$ cat src/hw/qsm_pkg.sv
// Package: register map, field positions and reset values of the serial mode block.
// Assumes a 32-bit AXI4-Lite register bus and a single 25 MHz clock domain.
package qsm_pkg;

  localparam int unsigned ADDR_W = 8;
  localparam logic [7:0] MODE_OFFS = 8'h00;
  localparam logic [7:0] XFER_OFFS = 8'h04;
  localparam logic [7:0] STAT_OFFS = 8'h08;

  // Mode register field positions
  localparam int unsigned RUN_BIT    = 0;
  localparam int unsigned SRST_BIT   = 1;
  localparam int unsigned IDLE_BIT   = 8;
  localparam int unsigned LAUNCH_BIT = 9;
  localparam int unsigned SAMPLE_BIT = 10;
  localparam int unsigned DIV_LSB    = 16;
  localparam int unsigned DIV_MSB    = 23;

  // Transfer register: write starts a shift of the low byte
  localparam int unsigned TXD_LSB = 0;
  localparam int unsigned TXD_MSB = 7;

  // Status register
  localparam int unsigned RXD_LSB  = 0;
  localparam int unsigned RXD_MSB  = 7;
  localparam int unsigned BUSY_BIT = 8;

  localparam logic [7:0] DIV_RESET  = 8'h00;
  localparam logic [8:0] DIV_ZERO_N = 9'h100;
  localparam logic [3:0] BITS_BYTE  = 4'h8;

  localparam logic [1:0] RESP_OKAY   = 2'h0;
  localparam logic [1:0] RESP_SLVERR = 2'h2;

  typedef enum logic [1:0]
  {
    ST_IDLE  = 2'b00,
    ST_LEAD  = 2'b01,
    ST_TRAIL = 2'b10
  } shift_state_type;

endpackage

$ cat src/hw/quad_serial_master.sv
// Top: mode register of the quad serial master, AXI4-Lite slave, serial clock and shifter.
// Assumes one clock, synchronous low reset, and a master keeping AXI4-Lite handshakes.
// Function
// RQ1: Receive sample edge picked from idle level and sample phase bit.
// RQ2: Transmit launch edge picked from idle level and launch phase bit.
// RQ3: Idle level bit sets serial clock level outside transfers.
// RQ4: Soft reset bit resets block, write-only, clears itself.
// RQ5: Run enable low gates clocks and drives outputs inactive.
// RQ6: Software programs both phase bits alike for modes 0 and 3.
// RQ7: At 48 MHz quad, software uses idle 0, sample 1, launch 0.
// RQ8: Below 48 MHz, software uses idle 0 with both phases 0.
// RQ9: Serial clock is system clock divided by field, zero divides 256; code divides by twice the field (512 for zero).
// RQ10: After reset idle level, phases and run enable read zero.
//
// Added by the designer: register access over AXI4-Lite.
`timescale 1ns/100ps
`default_nettype none
module quad_serial_master
(
  // Clock, reset, enable
  input  wire logic        aclk,
  input  wire logic        aresetn,
  input  wire logic        ce,
  // AXI4-Lite write address
  input  wire logic [7:0]  s_axi_awaddr,
  input  wire logic        s_axi_awvalid,
  output logic             s_axi_awready,
  // AXI4-Lite write data
  input  wire logic [31:0] s_axi_wdata,
  input  wire logic [3:0]  s_axi_wstrb,
  input  wire logic        s_axi_wvalid,
  output logic             s_axi_wready,
  // AXI4-Lite write response
  output logic [1:0]       s_axi_bresp,
  output logic             s_axi_bvalid,
  input  wire logic        s_axi_bready,
  // AXI4-Lite read address
  input  wire logic [7:0]  s_axi_araddr,
  input  wire logic        s_axi_arvalid,
  output logic             s_axi_arready,
  // AXI4-Lite read data
  output logic [31:0]      s_axi_rdata,
  output logic [1:0]       s_axi_rresp,
  output logic             s_axi_rvalid,
  input  wire logic        s_axi_rready,
  // Serial pins
  output logic             sck,
  output logic             mosi,
  output logic             cs_n,
  input  wire logic        miso
);

  // Mode register fields
  logic       run_q;
  logic       idle_q;
  logic       launch_q;
  logic       sample_q;
  logic [7:0] div_q;
  logic       srst_q;

  // Write channel capture
  logic        aw_held_q;
  logic        w_held_q;
  logic [7:0]  awaddr_q;
  logic [31:0] wdata_q;
  logic [3:0]  wstrb_q;
  logic        start_q;
  logic [7:0]  txd_q;

  logic        do_write;
  logic        hit_mode_w;
  logic        hit_xfer_w;
  logic        hit_stat_w;
  logic        wr_ok;
  logic        lane0;
  logic        lane1;
  logic        lane2;
  logic        do_read;
  logic        hit_mode_r;
  logic        hit_stat_r;
  logic        rd_ok;
  logic [31:0] mode_word;
  logic [31:0] stat_word;
  logic [31:0] rd_word;

  // Engine side
  logic       core_rst_n;
  logic       core_ce;
  logic       tick;
  logic       eng_sck;
  logic       eng_mosi;
  logic       eng_cs_n;
  logic       busy;
  logic [7:0] rx_byte;

  // Write decode: response issued once address and data are both held
  assign do_write   = aw_held_q && w_held_q && !s_axi_bvalid;
  assign hit_mode_w = (awaddr_q[7:2] == qsm_pkg::MODE_OFFS[7:2]);
  assign hit_xfer_w = (awaddr_q[7:2] == qsm_pkg::XFER_OFFS[7:2]);
  assign hit_stat_w = (awaddr_q[7:2] == qsm_pkg::STAT_OFFS[7:2]);
  assign wr_ok      = hit_mode_w || hit_xfer_w || hit_stat_w;
  assign lane0      = wstrb_q[0];
  assign lane1      = wstrb_q[1];
  assign lane2      = wstrb_q[2];

  // Read decode
  assign do_read    = s_axi_arvalid && s_axi_arready;
  assign hit_mode_r = (s_axi_araddr[7:2] == qsm_pkg::MODE_OFFS[7:2]);
  assign hit_stat_r = (s_axi_araddr[7:2] == qsm_pkg::STAT_OFFS[7:2]);
  assign rd_ok      = hit_mode_r || hit_stat_r
                      || (s_axi_araddr[7:2] == qsm_pkg::XFER_OFFS[7:2]);

  // RQ4 soft reset reads as zero
  always_comb
  begin
    mode_word = 32'h0000_0000;
    mode_word[qsm_pkg::RUN_BIT] = run_q;
    mode_word[qsm_pkg::IDLE_BIT] = idle_q;
    mode_word[qsm_pkg::LAUNCH_BIT] = launch_q;
    mode_word[qsm_pkg::SAMPLE_BIT] = sample_q;
    mode_word[qsm_pkg::DIV_MSB:qsm_pkg::DIV_LSB] = div_q;
  end

  always_comb
  begin
    stat_word = 32'h0000_0000;
    stat_word[qsm_pkg::RXD_MSB:qsm_pkg::RXD_LSB] = rx_byte;
    stat_word[qsm_pkg::BUSY_BIT] = busy;
  end

  assign rd_word = hit_mode_r ? mode_word : (hit_stat_r ? stat_word : 32'h0000_0000);

  // AXI write channels
  always_ff @(posedge aclk)
  begin
    if (!aresetn)
    begin
      aw_held_q     <= 1'b0;
      w_held_q      <= 1'b0;
      awaddr_q      <= 8'h00;
      wdata_q       <= 32'h0000_0000;
      wstrb_q       <= 4'h0;
      s_axi_awready <= 1'b0;
      s_axi_wready  <= 1'b0;
      s_axi_bvalid  <= 1'b0;
      s_axi_bresp   <= qsm_pkg::RESP_OKAY;
    end
    else if (ce)
    begin
      s_axi_awready <= !aw_held_q && !s_axi_awready && !s_axi_bvalid;
      s_axi_wready  <= !w_held_q && !s_axi_wready && !s_axi_bvalid;
      if (s_axi_awvalid && s_axi_awready)
      begin
        aw_held_q <= 1'b1;
        awaddr_q  <= s_axi_awaddr;
      end
      if (s_axi_wvalid && s_axi_wready)
      begin
        w_held_q <= 1'b1;
        wdata_q  <= s_axi_wdata;
        wstrb_q  <= s_axi_wstrb;
      end
      if (do_write)
      begin
        s_axi_bvalid <= 1'b1;
        s_axi_bresp  <= wr_ok ? qsm_pkg::RESP_OKAY : qsm_pkg::RESP_SLVERR;
        aw_held_q    <= 1'b0;
        w_held_q     <= 1'b0;
      end
      else if (s_axi_bvalid && s_axi_bready)
        s_axi_bvalid <= 1'b0;
    end
  end

  // AXI read channels
  always_ff @(posedge aclk)
  begin
    if (!aresetn)
    begin
      s_axi_arready <= 1'b0;
      s_axi_rvalid  <= 1'b0;
      s_axi_rdata   <= 32'h0000_0000;
      s_axi_rresp   <= qsm_pkg::RESP_OKAY;
    end
    else if (ce)
    begin
      s_axi_arready <= !s_axi_arready && !s_axi_rvalid;
      if (do_read)
      begin
        s_axi_rvalid <= 1'b1;
        s_axi_rdata  <= rd_word;
        s_axi_rresp  <= rd_ok ? qsm_pkg::RESP_OKAY : qsm_pkg::RESP_SLVERR;
      end
      else if (s_axi_rvalid && s_axi_rready)
        s_axi_rvalid <= 1'b0;
    end
  end

  // Mode register; soft reset also clears it, along with the divider and shifter (bus channels keep their state)
  always_ff @(posedge aclk)
  begin
    // RQ10 reset values zero
    if (!aresetn || srst_q)
    begin
      run_q    <= 1'b0;
      idle_q   <= 1'b0;
      launch_q <= 1'b0;
      sample_q <= 1'b0;
      div_q    <= qsm_pkg::DIV_RESET;
    end
    else if (ce && do_write && hit_mode_w && !(lane0 && wdata_q[qsm_pkg::SRST_BIT]))
    begin
      if (lane0)
        run_q <= wdata_q[qsm_pkg::RUN_BIT];
      if (lane1)
      begin
        idle_q   <= wdata_q[qsm_pkg::IDLE_BIT];
        launch_q <= wdata_q[qsm_pkg::LAUNCH_BIT];
        sample_q <= wdata_q[qsm_pkg::SAMPLE_BIT];
      end
      if (lane2)
        div_q <= wdata_q[qsm_pkg::DIV_MSB:qsm_pkg::DIV_LSB];
    end
  end

  // RQ4 self-clearing soft reset pulse
  always_ff @(posedge aclk)
  begin
    if (!aresetn)
      srst_q <= 1'b0;
    else if (ce)
      srst_q <= do_write && hit_mode_w && lane0 && wdata_q[qsm_pkg::SRST_BIT];
  end

  // Transfer start: accepted only while running and idle
  always_ff @(posedge aclk)
  begin
    if (!aresetn)
    begin
      start_q <= 1'b0;
      txd_q   <= 8'h00;
    end
    else if (ce)
    begin
      start_q <= do_write && hit_xfer_w && lane0 && run_q && !busy && !start_q;
      if (do_write && hit_xfer_w && lane0)
        txd_q <= wdata_q[qsm_pkg::TXD_MSB:qsm_pkg::TXD_LSB];
    end
  end

  // RQ5 gate engine when disabled
  assign core_ce    = ce && run_q;
  assign core_rst_n = aresetn && !srst_q && run_q;

  sck_divider u_div
  (
    .aclk    (aclk),
    .aresetn (core_rst_n),
    .ce      (core_ce),
    .run     (busy),
    .div     (div_q),
    .tick    (tick)
  );

  shift_engine u_eng
  (
    .aclk         (aclk),
    .rst_n        (core_rst_n),
    .ce           (core_ce),
    .tick         (tick),
    .idle_level   (idle_q),
    .sample_phase (sample_q),
    .launch_phase (launch_q),
    .start        (start_q),
    .tx_byte      (txd_q),
    .miso         (miso),
    .sck          (eng_sck),
    .mosi         (eng_mosi),
    .cs_n         (eng_cs_n),
    .busy         (busy),
    .rx_byte      (rx_byte)
  );

  // RQ5 inactive pin levels, RQ3 idle clock
  always_ff @(posedge aclk)
  begin
    if (!aresetn)
    begin
      sck  <= 1'b0;
      mosi <= 1'b0;
      cs_n <= 1'b1;
    end
    else if (ce)
    begin
      sck  <= run_q ? eng_sck : idle_q;
      mosi <= run_q ? eng_mosi : 1'b0;
      cs_n <= run_q ? eng_cs_n : 1'b1;
    end
  end

endmodule
`default_nettype wire

$ cat src/hw/sck_divider.sv
// Serial clock tick generator: one pulse every N system clocks.
// Assumes the divider value is stable while a transfer runs.
`timescale 1ns/100ps
`default_nettype none
module sck_divider
(
  // Clock and control
  input  wire logic       aclk,
  input  wire logic       aresetn,
  input  wire logic       ce,
  input  wire logic       run,
  // Divider setting, zero means 256
  input  wire logic [7:0] div,
  // Half-period tick
  output logic            tick
);

  logic [8:0] cnt_q;
  logic [8:0] cnt_d;
  logic [8:0] limit;
  logic       at_end;

  // RQ9 divide by field, zero as 256
  assign limit  = (div == 8'h00) ? qsm_pkg::DIV_ZERO_N : {1'b0, div};
  assign at_end = (cnt_q + 9'h001 >= limit);
  assign cnt_d  = (!run || at_end) ? 9'h000 : cnt_q + 9'h001;

  always_ff @(posedge aclk)
  begin
    if (!aresetn)
    begin
      cnt_q <= 9'h000;
      tick  <= 1'b0;
    end
    else if (ce)
    begin
      cnt_q <= cnt_d;
      tick  <= run && at_end;
    end
  end

endmodule
`default_nettype wire

$ cat src/hw/shift_engine.sv
// Byte shifter: one edge per divider tick, edge choice from polarity and phase bits.
// Assumes start arrives only while busy is low.
`timescale 1ns/100ps
`default_nettype none
module shift_engine
(
  // Clock and control
  input  wire logic       aclk,
  input  wire logic       rst_n,
  input  wire logic       ce,
  input  wire logic       tick,
  // Mode bits
  input  wire logic       idle_level,
  input  wire logic       sample_phase,
  input  wire logic       launch_phase,
  // Transfer request
  input  wire logic       start,
  input  wire logic [7:0] tx_byte,
  // Serial pins
  input  wire logic       miso,
  output logic            sck,
  output logic            mosi,
  output logic            cs_n,
  // Result
  output logic            busy,
  output logic [7:0]      rx_byte
);

  qsm_pkg::shift_state_type st_q;
  logic [7:0] sh_q;
  logic [3:0] nbit_q;
  logic       sck_next;
  logic       rising;
  logic       sample_now;
  logic       launch_now;
  logic [7:0] sh_next;
  logic [3:0] last_pair;
  logic       first_edge;
  logic       last_edge;

  assign sck_next = ~sck;
  assign rising   = (sck_next == 1'b1);
  // RQ1 sample edge select
  assign sample_now = (idle_level ^ sample_phase) ? !rising : rising;
  // RQ2 launch edge select
  assign launch_now = (idle_level ^ launch_phase) ? rising : !rising;
  assign sh_next    = {sh_q[6:0], miso};
  assign last_pair  = qsm_pkg::BITS_BYTE - 4'h1;
  // First edge never launches: the first bit is already out when cs_n falls
  assign first_edge = (st_q == qsm_pkg::ST_LEAD) && (nbit_q == 4'h0);
  assign last_edge  = (st_q == qsm_pkg::ST_TRAIL) && (nbit_q == last_pair);

  always_ff @(posedge aclk)
  begin
    if (!rst_n)
    begin
      st_q    <= qsm_pkg::ST_IDLE;
      sh_q    <= 8'h00;
      nbit_q  <= 4'h0;
      sck     <= 1'b0;
      mosi    <= 1'b0;
      cs_n    <= 1'b1;
      busy    <= 1'b0;
      rx_byte <= 8'h00;
    end
    else if (ce)
    begin
      case (st_q)
        qsm_pkg::ST_IDLE:
        begin
          // RQ3 idle clock level
          sck <= idle_level;
          if (start)
          begin
            st_q   <= qsm_pkg::ST_LEAD;
            sh_q   <= tx_byte;
            mosi   <= tx_byte[7];
            nbit_q <= 4'h0;
            cs_n   <= 1'b0;
            busy   <= 1'b1;
          end
        end
        qsm_pkg::ST_LEAD, qsm_pkg::ST_TRAIL:
        begin
          if (tick)
          begin
            sck  <= sck_next;
            st_q <= (st_q == qsm_pkg::ST_LEAD) ? qsm_pkg::ST_TRAIL : qsm_pkg::ST_LEAD;
            // Count clock periods, so every mode ends after sixteen edges
            if (st_q == qsm_pkg::ST_TRAIL)
              nbit_q <= nbit_q + 4'h1;
            if (sample_now)
              sh_q <= sh_next;
            // Same-edge modes launch the bit behind the one shifted out now
            if (launch_now && !first_edge)
              mosi <= sample_now ? sh_q[6] : sh_q[7];
            if (last_edge)
            begin
              st_q    <= qsm_pkg::ST_IDLE;
              sck     <= idle_level;
              cs_n    <= 1'b1;
              busy    <= 1'b0;
              rx_byte <= sample_now ? sh_next : sh_q;
            end
          end
        end
        default:
          st_q <= qsm_pkg::ST_IDLE;
      endcase
    end
  end

endmodule
`default_nettype wire

$ cat config.mk
export PLATFORM = sky130hd
export DESIGN_NAME = quad_serial_master
export DESIGN_NICKNAME = d
export VERILOG_FILES = /design/src/hw/qsm_pkg.sv /design/src/hw/quad_serial_master.sv /design/src/hw/sck_divider.sv /design/src/hw/shift_engine.sv
export SDC_FILE = /design/constraint.sdc
export NUM_CORES = 1
export LEC_CHECK = 0
export BUFFER_PORTS_ARGS = -buffer_cell sky130_fd_sc_hd__buf_2
export CORE_MARGIN = 2
export CORE_UTILIZATION = 50
export DETAILED_ROUTE_END_ITERATION = 12
export PLACE_DENSITY = 0.83
export SYNTH_ARGS = -nofsm -noshare
export SYNTH_HDL_FRONTEND = slang
export SYNTH_SLANG_ARGS = --single-unit
$ cat constraint.sdc
create_clock -name aclk -period 3.3 [get_ports aclk]
set_input_delay 0.66 -clock aclk [delete_from_list [all_inputs] [get_ports aclk]]
set_output_delay 0.66 -clock aclk [all_outputs]
set_load 0.02 [all_outputs]
==> run summary, run 1 <==
final hold slack: 379 ps
most used flip-flop cell after synthesis: sky130_fd_sc_hd__dfxtp_1
main combinational cell family by area after synthesis: simple AND/OR/NAND/NOR gates
gate count after technology mapping: 596
setup repair after global routing missed its margin: false
HP Class: in2reg
post-synthesis simple-gate area fraction: 22.4%
total power per unit cell area: 533 mW/mm^2
Worst Path Required: 3770 ps
total via count after detailed routing: 4363
switching power total: 0.000758 W
maximum number of pins on one net before global-route repair: 70
Fin. Hold Viols: 0
initial antenna violation count: 0
n_diodes: 0
Setup Slack @ Placement: 604 ps
synthesized-area fraction occupied by xor and xnor cells: 1.75%
wire length of the first global-routing pass: 20200 um
number of DRC markers in iteration 0: 262
area fraction in compound gates after synthesis: 15.7%
Reg power frac: 43.2%
clock buffer count from CTS: 17
wire length after detailed routing: 11800 um
clock buffer depth: 2
Power, Total: 0.00333 W
sum of negative setup slack: 0 ps
adder and majority gate portion of the synthesized area: 3.79%
internal power component: 0.00257 W
synthesis-to-layout area growth: 18.1%
post-route minimum period: 2810 ps
Worst slew margin: 42.9%
Post-CTS Setup Repair Bufs: 0
count of max-cap constraint violations: 0
overall routing resource usage: 22.2%
Initial Util: 51.5%
die width: 107 um
critical path buffer and inverter count: 0
cell chain of the critical path: and3_1 > nand3_1 > nor2_1 > xor2_1 > ha_1 > a21o_1 > a21oi_1 > o21ai_1 > nor3_2 > mux2_2
clock tree from TritonCTS: built
worst-skew pair later-pin latency: 520 ps
most common library cell in the layout ignoring fill and taps: sky130_fd_sc_hd__dfxtp_1
Final Cycle Share: 85.1%
startpoint-to-endpoint class of the critical path: reg2reg
drc violations: 0
number of storage elements in the synthesis netlist: 117
global-route congestion overflow total: 0
final core utilization: 60.7%
Clock Power Share: 53.3%
status: complete, no violations
total of hold buffers inserted after clock tree synthesis: 0
Final #Nets: 737
switching power share of the total: 22.8%
overall die height: 107 um
number of ports placed on the die boundary: 105
maximum fanout encountered on the critical timing path: 8
commonest cells after routing, fill and taps aside: 117 x sky130_fd_sc_hd__dfxtp_1, 101 x sky130_fd_sc_hd__nand2_1, 71 x sky130_fd_sc_hd__buf_2
final worst setup slack: 493 ps
Avg WL per Cell: 14.6 um
share of cell area taken by muxes after synthesis: 6.27%
CP Data Arrival Time: 3270 ps
antenna-violating nets left: 0
total setup violations reported at the end of the flow: 0
Netlist Area Pre-Place: 0.00529 mm^2
GPL Wtd Cong: 0.835
Top delay family on crit path: simple AND/OR/NAND/NOR gates
Pins Over Slew Limit: 0
dpl hpwl: 8160 um
Slew @ Worst Pin: 852 ps
ratio of cells with drive above 1 in the final layout: 18.1%
Worst path max stage delay: 480 ps
post-CTS sizing: 0
worst vdd ir: 0.397 mV
# port buffers: 71
Worst setup EP type: flop
CTS Root Cell: sky130_fd_sc_hd__clkbuf_8
Clock transition at path regs: 60 ps
async set-or-reset flop fraction in the synthesized netlist: 0%
combinational fraction of design power: 3.6%
Max Fclk: 0.356 GHz
number of distinct library cell variants in the gate-level netlist after synthesis: 52
type of origin of the critical path: flop
number of warnings reported in the yosys synthesis log: 0
Site Rows: 37
number of filler instances in the final layout: 879
area of the die: 0.0114 mm^2
mean post-synth cell area: 8.87 um^2
EDFF count, synth: 0
part of the Yosys area used for sequential elements: 44.3%
clock skew: 5.66 ps
critical-path cell with the highest stage delay: sky130_fd_sc_hd__nor3_2
Core Area: 0.0103 mm^2
vias per std cell: 5.39
Static Leakage: 2.54 nW
length of the first detailed-routing pass in iterations: 4
number of global-route vias before repair: 4327
H-tree depth reported by CTS: 4
count of clock tree sinks: 117
worst-case register-to-register setup slack: 490 ps
[kinds of logic after synthesis]
group	after synthesis
AO/OA/AOI/OAI	117
XOR/XNOR	9
adder cells (fa/ha/maj)	16
buffers and inverters	61
flip-flops	117
multiplexers	33
other	1
AND/OR/NAND/NOR	242
[worst paths after layout]
| check | start | endpoint | cells after the start |
|---|---|---|---|
| min | s_axi_wdata[23] | wdata_q[23] | 3 |
| max | u_div.cnt_q[2] | u_div.cnt_q[0] | 10 |
| min reg2reg | wdata_q[18] | wdata_q[18] | 2 |
| max reg2reg | u_div.cnt_q[2] | u_div.cnt_q[0] | 10 |
[stage by stage]
| stage | instance area (um^2) | cells |
|---|---|---|
| floorplan | 5340 | 610 |
| global placement | 5660 | 777 |
| detailed placement | 5660 | 777 |
| CTS | 6240 | 809 |
| global route | 6240 | 809 |
| finish | 6240 | 809 |
[final cells by class]
class,count,area [um^2],area share [%]
Timing Repair Buffer,75,385,6.17
Inverter,17,63.8,1.02
Multi-Input combinational cell,432,2700,43.2
Clock buffer,18,428,6.85
Tap cell,136,170,2.73
Sequential cell,117,2340,37.5
Clock inverter,14,155,2.48
[synth_stat cells (11+ instances only)]
library cell | instances | area (um^2)
sky130_fd_sc_hd__ha_1 | 16 | 200
sky130_fd_sc_hd__nor2_1 | 37 | 139
sky130_fd_sc_hd__nand2b_1 | 11 | 68.8
sky130_fd_sc_hd__a22oi_1 | 18 | 135
sky130_fd_sc_hd__a21boi_0 | 26 | 195
sky130_fd_sc_hd__inv_1 | 16 | 60.1
sky130_fd_sc_hd__nand3_1 | 15 | 75.1
sky130_fd_sc_hd__nand2_1 | 101 | 379
sky130_fd_sc_hd__a21oi_1 | 27 | 135
sky130_fd_sc_hd__buf_4 | 15 | 113
sky130_fd_sc_hd__dfxtp_1 | 117 | 2340
sky130_fd_sc_hd__clkbuf_1 | 20 | 75.1
sky130_fd_sc_hd__mux2i_1 | 32 | 320
sky130_fd_sc_hd__nor2b_1 | 40 | 250
[flip-flops by register name, indices dropped and copies added (netlist names), 2 cells and up]
name / count
u_eng.nbit_q: 4
awaddr_q: 6
txd_q: 8
div_q: 8
s_axi_rdata: 19
u_eng.sh_q: 8
u_eng.rx_byte: 8
u_div.cnt_q: 9
wstrb_q: 3
wdata_q: 19
u_eng.st_q: 2
[power groups by stage]
stage                      logic, W  registers, W  clock network, W
after detailed placement   0.000119       0.00147                 0
final                      0.000119       0.00144           0.00177
after CTS                  0.000120       0.00144           0.00179
after global routing       0.000133       0.00144           0.00186
after global placement     0.000116       0.00147                 0
after floorplan           0.0000850       0.00147                 0
[per-layer routing]
metal	track usage [%]	up-vias	share of wire (%)
li1	-	2172	-
met4	7.61	0	1.4
met5	0	-	0
met1	28.2	2015	45
met3	6.63	14	5.9
met2	36.1	162	48
[worst register-to-register path: cells and delay by family, from the launching register on]
family / cells / cell delay, ps
xor gates and xnor gates: 1 / 270
DFF: 1 / 400
AOI/OAI and AO/OA: 3 / 450
adders and majority gates: 1 / 300
muxes: 1 / 260
and+or+nand+nor: 4 / 1060
Note: power is estimated with default switching activity, not from simulation.
==> run 2, diff against run 1 <==
--- a/config.mk
+++ b/config.mk
@@ -6,10 +6,12 @@
 export NUM_CORES = 1
 export LEC_CHECK = 0
 export BUFFER_PORTS_ARGS = -buffer_cell sky130_fd_sc_hd__buf_2
+export CELL_PAD_IN_SITES_DETAIL_PLACEMENT = 1
+export CELL_PAD_IN_SITES_GLOBAL_PLACEMENT = 1
 export CORE_MARGIN = 2
-export CORE_UTILIZATION = 50
+export CORE_UTILIZATION = 41
 export DETAILED_ROUTE_END_ITERATION = 12
-export PLACE_DENSITY = 0.83
+export PLACE_DENSITY = 0.89
 export SYNTH_ARGS = -nofsm -noshare
 export SYNTH_HDL_FRONTEND = slang
 export SYNTH_SLANG_ARGS = --single-unit
==> run 2 against run 1 <==
  * Cell count up 4.6%
  * Die area up 21%
  * Hold slack better by 84 ps
  * Critical path depth down 1
  * Sequential power about the same
  * First-iteration DRC count down 40%
  * Clock skew up 2.0 ps
  * Wire length up 18%
  * Power up 1.8%
  * Utilization down 11 points
  * Register-to-register slack about the same
  * Clock power up 3%
  * Critical path type unchanged
==> run summary, run 2 (synthesis results as in run 1) <==
status: complete, no violations
sum of negative setup slack: 0 ps
worst-skew pair later-pin latency: 420 ps
Clock transition at path regs: 60 ps
GPL Wtd Cong: 0.852
clock tree from TritonCTS: built
maximum number of pins on one net before global-route repair: 70
# port buffers: 71
Final Cycle Share: 85.4%
length of the first detailed-routing pass in iterations: 5
type of origin of the critical path: flop
dpl hpwl: 9810 um
Fin. Hold Viols: 0
Final #Nets: 738
startpoint-to-endpoint class of the critical path: reg2reg
total setup violations reported at the end of the flow: 0
registers with the highest flip-flop counts: s_axi_rdata x19, wdata_q x19, u_div.cnt_q x9
H-tree depth reported by CTS: 4
drc violations: 0
clock buffer count from CTS: 17
count of max-cap constraint violations: 0
total via count after detailed routing: 4457
CTS Root Cell: sky130_fd_sc_hd__clkbuf_16
Setup Slack @ Placement: 569 ps
CP Data Arrival Time: 3190 ps
worst vdd ir: 0.286 mV
overall die height: 118 um
Worst setup EP type: flop
Slew @ Worst Pin: 827 ps
clock buffer depth: 2
area of the die: 0.0138 mm^2
setup repair after global routing missed its margin: false
initial antenna violation count: 0
ratio of cells with drive above 1 in the final layout: 18.2%
Layout Cells excl Fill: 846
n_diodes: 0
synthesis-to-layout area growth: 19.3%
wire length of the first global-routing pass: 23600 um
Post-CTS Setup Repair Bufs: 0
number of global-route vias before repair: 4669
Initial Util: 41.9%
area taken by multi-input logic gates: 0.00270 mm^2
Pins Over Slew Limit: 0
standard cell area after detailed placement: 0.00571 mm^2
maximum fanout encountered on the critical timing path: 8
total of hold buffers inserted after clock tree synthesis: 0
number of DRC markers in iteration 0: 157
post-route minimum period: 2820 ps
most common library cell in the layout ignoring fill and taps: sky130_fd_sc_hd__dfxtp_1
Max Fclk: 0.355 GHz
commonest cells after routing, fill and taps aside: 117 x sky130_fd_sc_hd__dfxtp_1, 101 x sky130_fd_sc_hd__nand2_1, 71 x sky130_fd_sc_hd__buf_2
final worst setup slack: 481 ps
number of ports placed on the die boundary: 105
Worst Path Required: 3670 ps
antenna-violating nets left: 0
number of filler instances in the final layout: 1508
Site Rows: 41
die width: 118 um
wire length after detailed routing: 14000 um
count of clock tree sinks: 117
post-CTS sizing: 0
total power per unit cell area: 537 mW/mm^2
overall routing resource usage: 21.3%
Static Leakage: 2.56 nW
Core Area: 0.0126 mm^2
Sequential cell area: 0.00234 mm^2
Worst slew margin: 44.7%
final cell area excluding filler cells: 0.00631 mm^2
vias per std cell: 5.27
total instance count after detailed placement: 814
global-route congestion overflow total: 0
HP Class: reg2reg
Avg WL per Cell: 16.5 um
clock skew: 7.70 ps
## run 2: changes by cell type in the layout (fill, tap and decap cells not counted)
cell / delta
sky130_fd_sc_hd__buf_4: +1
sky130_fd_sc_hd__clkbuf_16: +1
sky130_fd_sc_hd__clkbuf_8: +1
sky130_fd_sc_hd__clkinv_2: +3
sky130_fd_sc_hd__clkinv_4: -2
sky130_fd_sc_hd__clkinvlp_4: -2
sky130_fd_sc_hd__inv_6: -1
## run 2: power by group
group,switching [W],leakage (nW),internal [W]
registers,0.0000107,0.944,0.00143
logic,0.0000743,1.33,0.0000479
clock network,0.000664,0.288,0.00117
## run 2: layout make-up
type / instances / share of cell area [%]
sequential: 117 / 37.1
clock buffer: 20 / 7.40
timing repair buffer: 76 / 6.23
multi-input combinational: 432 / 42.8
clock inverter: 12 / 2.04
inverter: 17 / 1.01
tap: 172 / 3.41
## run 2: final timing paths
path                  start  cells past startpoint             end  slack [ps]
min reg2reg     wdata_q[16]                      2        div_q[0]         460
min             wdata_q[16]                      2        div_q[0]         460
max          u_div.cnt_q[0]                      9  u_div.cnt_q[0]         480
max reg2reg  u_div.cnt_q[0]                      9  u_div.cnt_q[0]         480
## run 2: stage by stage
step	hold slack (ps)	total power [W]	utilization (%)
after global routing	482	0.00352	50.0
after global placement	447	0.00158	45.3
after CTS	466	0.00343	50.0
after detailed placement	452	0.00159	45.3
after floorplan	437	0.00156	-
final	463	0.00339	50.0
## run 2: critical path: stages, from the launching register on
cell and delay, ps:
sky130_fd_sc_hd__dfxtp_1 440, sky130_fd_sc_hd__ha_1 270, sky130_fd_sc_hd__nand3_1 120, sky130_fd_sc_hd__xnor2_1 220, sky130_fd_sc_hd__ha_1 290, sky130_fd_sc_hd__and4_1 230
sky130_fd_sc_hd__a32oi_1 180, sky130_fd_sc_hd__a21oi_1 200, sky130_fd_sc_hd__nor3_2 540, sky130_fd_sc_hd__mux2_2 260
## run 2: per-layer routing
layer,GRT usage (%),routed length (um),up-vias
li1,-,-,2169
met1,25.3,6070,2170
met2,36.5,7080,101
met3,5.28,569,17
met4,9.49,246,0
met5,0,0,-
==> run 3, diff against run 2 <==
--- a/config.mk
+++ b/config.mk
@@ -11,7 +11,9 @@
 export CORE_MARGIN = 2
 export CORE_UTILIZATION = 41
 export DETAILED_ROUTE_END_ITERATION = 12
+export MAX_ROUTING_LAYER = met4
 export PLACE_DENSITY = 0.89
+export REMOVE_ABC_BUFFERS = 1
 export SYNTH_ARGS = -nofsm -noshare
 export SYNTH_HDL_FRONTEND = slang
 export SYNTH_SLANG_ARGS = --single-unit
==> run 3 against run 2 <==
  * Hold slack got worse by 2.2 ps
  * Clock power rose by 13%
  * Non-clock buffer count decreased by 1
  * Utilization up 0.46 points
  * Flip-flop and latch count is the same
  * Clock skew increased by 1.7 ps
  * Combinational power about the same
  * Worst setup slack improved by 36 ps
  * Via count rose by 0.94%
  * Die area is the same
  * Wire length up 0.62%
  * Critical path type unchanged
  * Largest cell class unchanged
==> run summary, run 3 (synthesis results as in run 1) <==
total power per unit cell area: 570 mW/mm^2
Slew @ Worst Pin: 868 ps
ratio of cells with drive above 1 in the final layout: 18.0%
Static Leakage: 2.58 nW
Final Cycle Share: 84.4%
type of origin of the critical path: flop
CTS Root Cell: sky130_fd_sc_hd__clkbuf_16
total of hold buffers inserted after clock tree synthesis: 0
Post-CTS Setup Repair Bufs: 0
most common library cell in the layout ignoring fill and taps: sky130_fd_sc_hd__dfxtp_1
overall routing resource usage: 21.8%
clock buffer depth: 2
area of the die: 0.0138 mm^2
post-route minimum period: 2780 ps
synthesis-to-layout area growth: 20.4%
H-tree depth reported by CTS: 4
clock skew: 9.45 ps
Worst slew margin: 41.8%
count of max-cap constraint violations: 0
Worst Path Required: 3660 ps
critical path capture point: u_div.cnt_q[0]
Core Area: 0.0126 mm^2
Clock transition at path regs: 60 ps
startpoint-to-endpoint class of the critical path: reg2reg
GPL Wtd Cong: 0.869
total setup violations reported at the end of the flow: 0
n_diodes: 0
Pins Over Slew Limit: 0
post-CTS sizing: 0
HP Class: reg2reg
global-route congestion overflow total: 0
status: complete, no violations
setup repair after global routing missed its margin: false
Fin. Hold Viols: 0
die width: 118 um
wire length after detailed routing: 14000 um
startpoint of the most critical register-to-register path: u_div.cnt_q[0]
number of DRC markers in iteration 0: 221
registers with the highest flip-flop counts: s_axi_rdata x19, wdata_q x19, u_div.cnt_q x9
maximum fanout encountered on the critical timing path: 8
maximum number of pins on one net before global-route repair: 70
Initial Util: 41.9%
CP Data Arrival Time: 3140 ps
total via count after detailed routing: 4499
Power, Total: 0.00363 W
Max Fclk: 0.359 GHz
overall die height: 118 um
length of the first detailed-routing pass in iterations: 5
drc violations: 0
worst-skew pair later-pin latency: 420 ps
M2 GR Usage: 37.2%
worst vdd ir: 0.293 mV
# port buffers: 71
clock tree from TritonCTS: built
Final #Nets: 737
most heavily used metal layer in global routing: met2
count of clock tree sinks: 117
clock buffer count from CTS: 17
worst-case reg-to-reg path depth: 9
dpl hpwl: 9600 um
initial antenna violation count: 0
Worst setup EP type: flop
endpoint of the worst-slack reg-to-reg timing path: u_div.cnt_q[0]
Site Rows: 41
worst-case register-to-register setup slack: 520 ps
worst setup path startpoint: u_div.cnt_q[0]
wire length of the first global-routing pass: 23600 um
number of ports placed on the die boundary: 105
sum of negative setup slack: 0 ps
antenna-violating nets left: 0
vias per std cell: 5.32
commonest cells after routing, fill and taps aside: 117 x sky130_fd_sc_hd__dfxtp_1, 101 x sky130_fd_sc_hd__nand2_1, 71 x sky130_fd_sc_hd__buf_2
number of global-route vias before repair: 4826
Avg WL per Cell: 16.6 um
met1 Resource Use GR: 24.5%
global routing met3 resource utilization: 5.33%
final core utilization: 50.4%
run 3: changes by cell type in the layout (fill, tap and decap cells not counted):
cell | previous run | this run
sky130_fd_sc_hd__buf_4 | 5 | 4
sky130_fd_sc_hd__clkinv_4 | 3 | 0
sky130_fd_sc_hd__inv_6 | 0 | 1
sky130_fd_sc_hd__bufinv_16 | 2 | 6
sky130_fd_sc_hd__clkbuf_1 | 0 | 1
sky130_fd_sc_hd__clkbuf_8 | 3 | 0
run 3: worst min path at each step:
stage,cells past startpoint,endpoint,start,slack (ps)
floorplan,2,div_q[0],wdata_q[16],440
global placement,2,div_q[1],wdata_q[17],450
detailed placement,2,div_q[6],wdata_q[22],460
CTS,2,div_q[7],wdata_q[23],460
global route,2,wstrb_q[1],wstrb_q[1],490
finish,2,div_q[7],wdata_q[23],460
run 3: cell type report:
type	count	area [um^2]
multi-input combinational	432	2700
inverter	17	63.8
sequential	117	2340
clock inverter	14	231
tap	172	215
clock buffer	18	429
fill	1507	6250
timing repair buffer	75	385
run 3: metrics by stage:
step	instance area (um^2)	hold WS (ps)	std cells	setup WS (ps)
CTS	6370	465	845	513
detailed placement	5710	458	813	623
floorplan	5100	437	566	932
global route	6370	486	845	294
finish	6370	461	845	516
global placement	5710	450	813	734
run 3: worst max-delay path: stages, from the launching register on:
cell and delay, ps:
sky130_fd_sc_hd__dfxtp_1 430, sky130_fd_sc_hd__ha_1 250, sky130_fd_sc_hd__nand3_1 110, sky130_fd_sc_hd__xnor2_1 220, sky130_fd_sc_hd__ha_1 300, sky130_fd_sc_hd__and4_1 240
sky130_fd_sc_hd__a32oi_1 170, sky130_fd_sc_hd__a21oi_1 180, sky130_fd_sc_hd__nor3_2 540, sky130_fd_sc_hd__mux2_2 280
run 3: report_power, final:
| part | internal [W] | switching (W) | total (W) |
|---|---|---|---|
| Sequential | 0.00143 | 0.0000103 | 0.00144 |
| Combinational | 0.0000480 | 0.0000752 | 0.000123 |
| Clock | 0.00141 | 0.000660 | 0.00207 |
| Total | 0.00288 | 0.000746 | 0.00363 |
run 3: routing by layer:
| metal | vias to the layer above | wire, um |
|---|---|---|
| met5 | - | 0 |
| met4 | 0 | 293 |
| met3 | 26 | 629 |
| met2 | 119 | 7050 |
| met1 | 2191 | 6070 |
| li1 | 2163 | - |
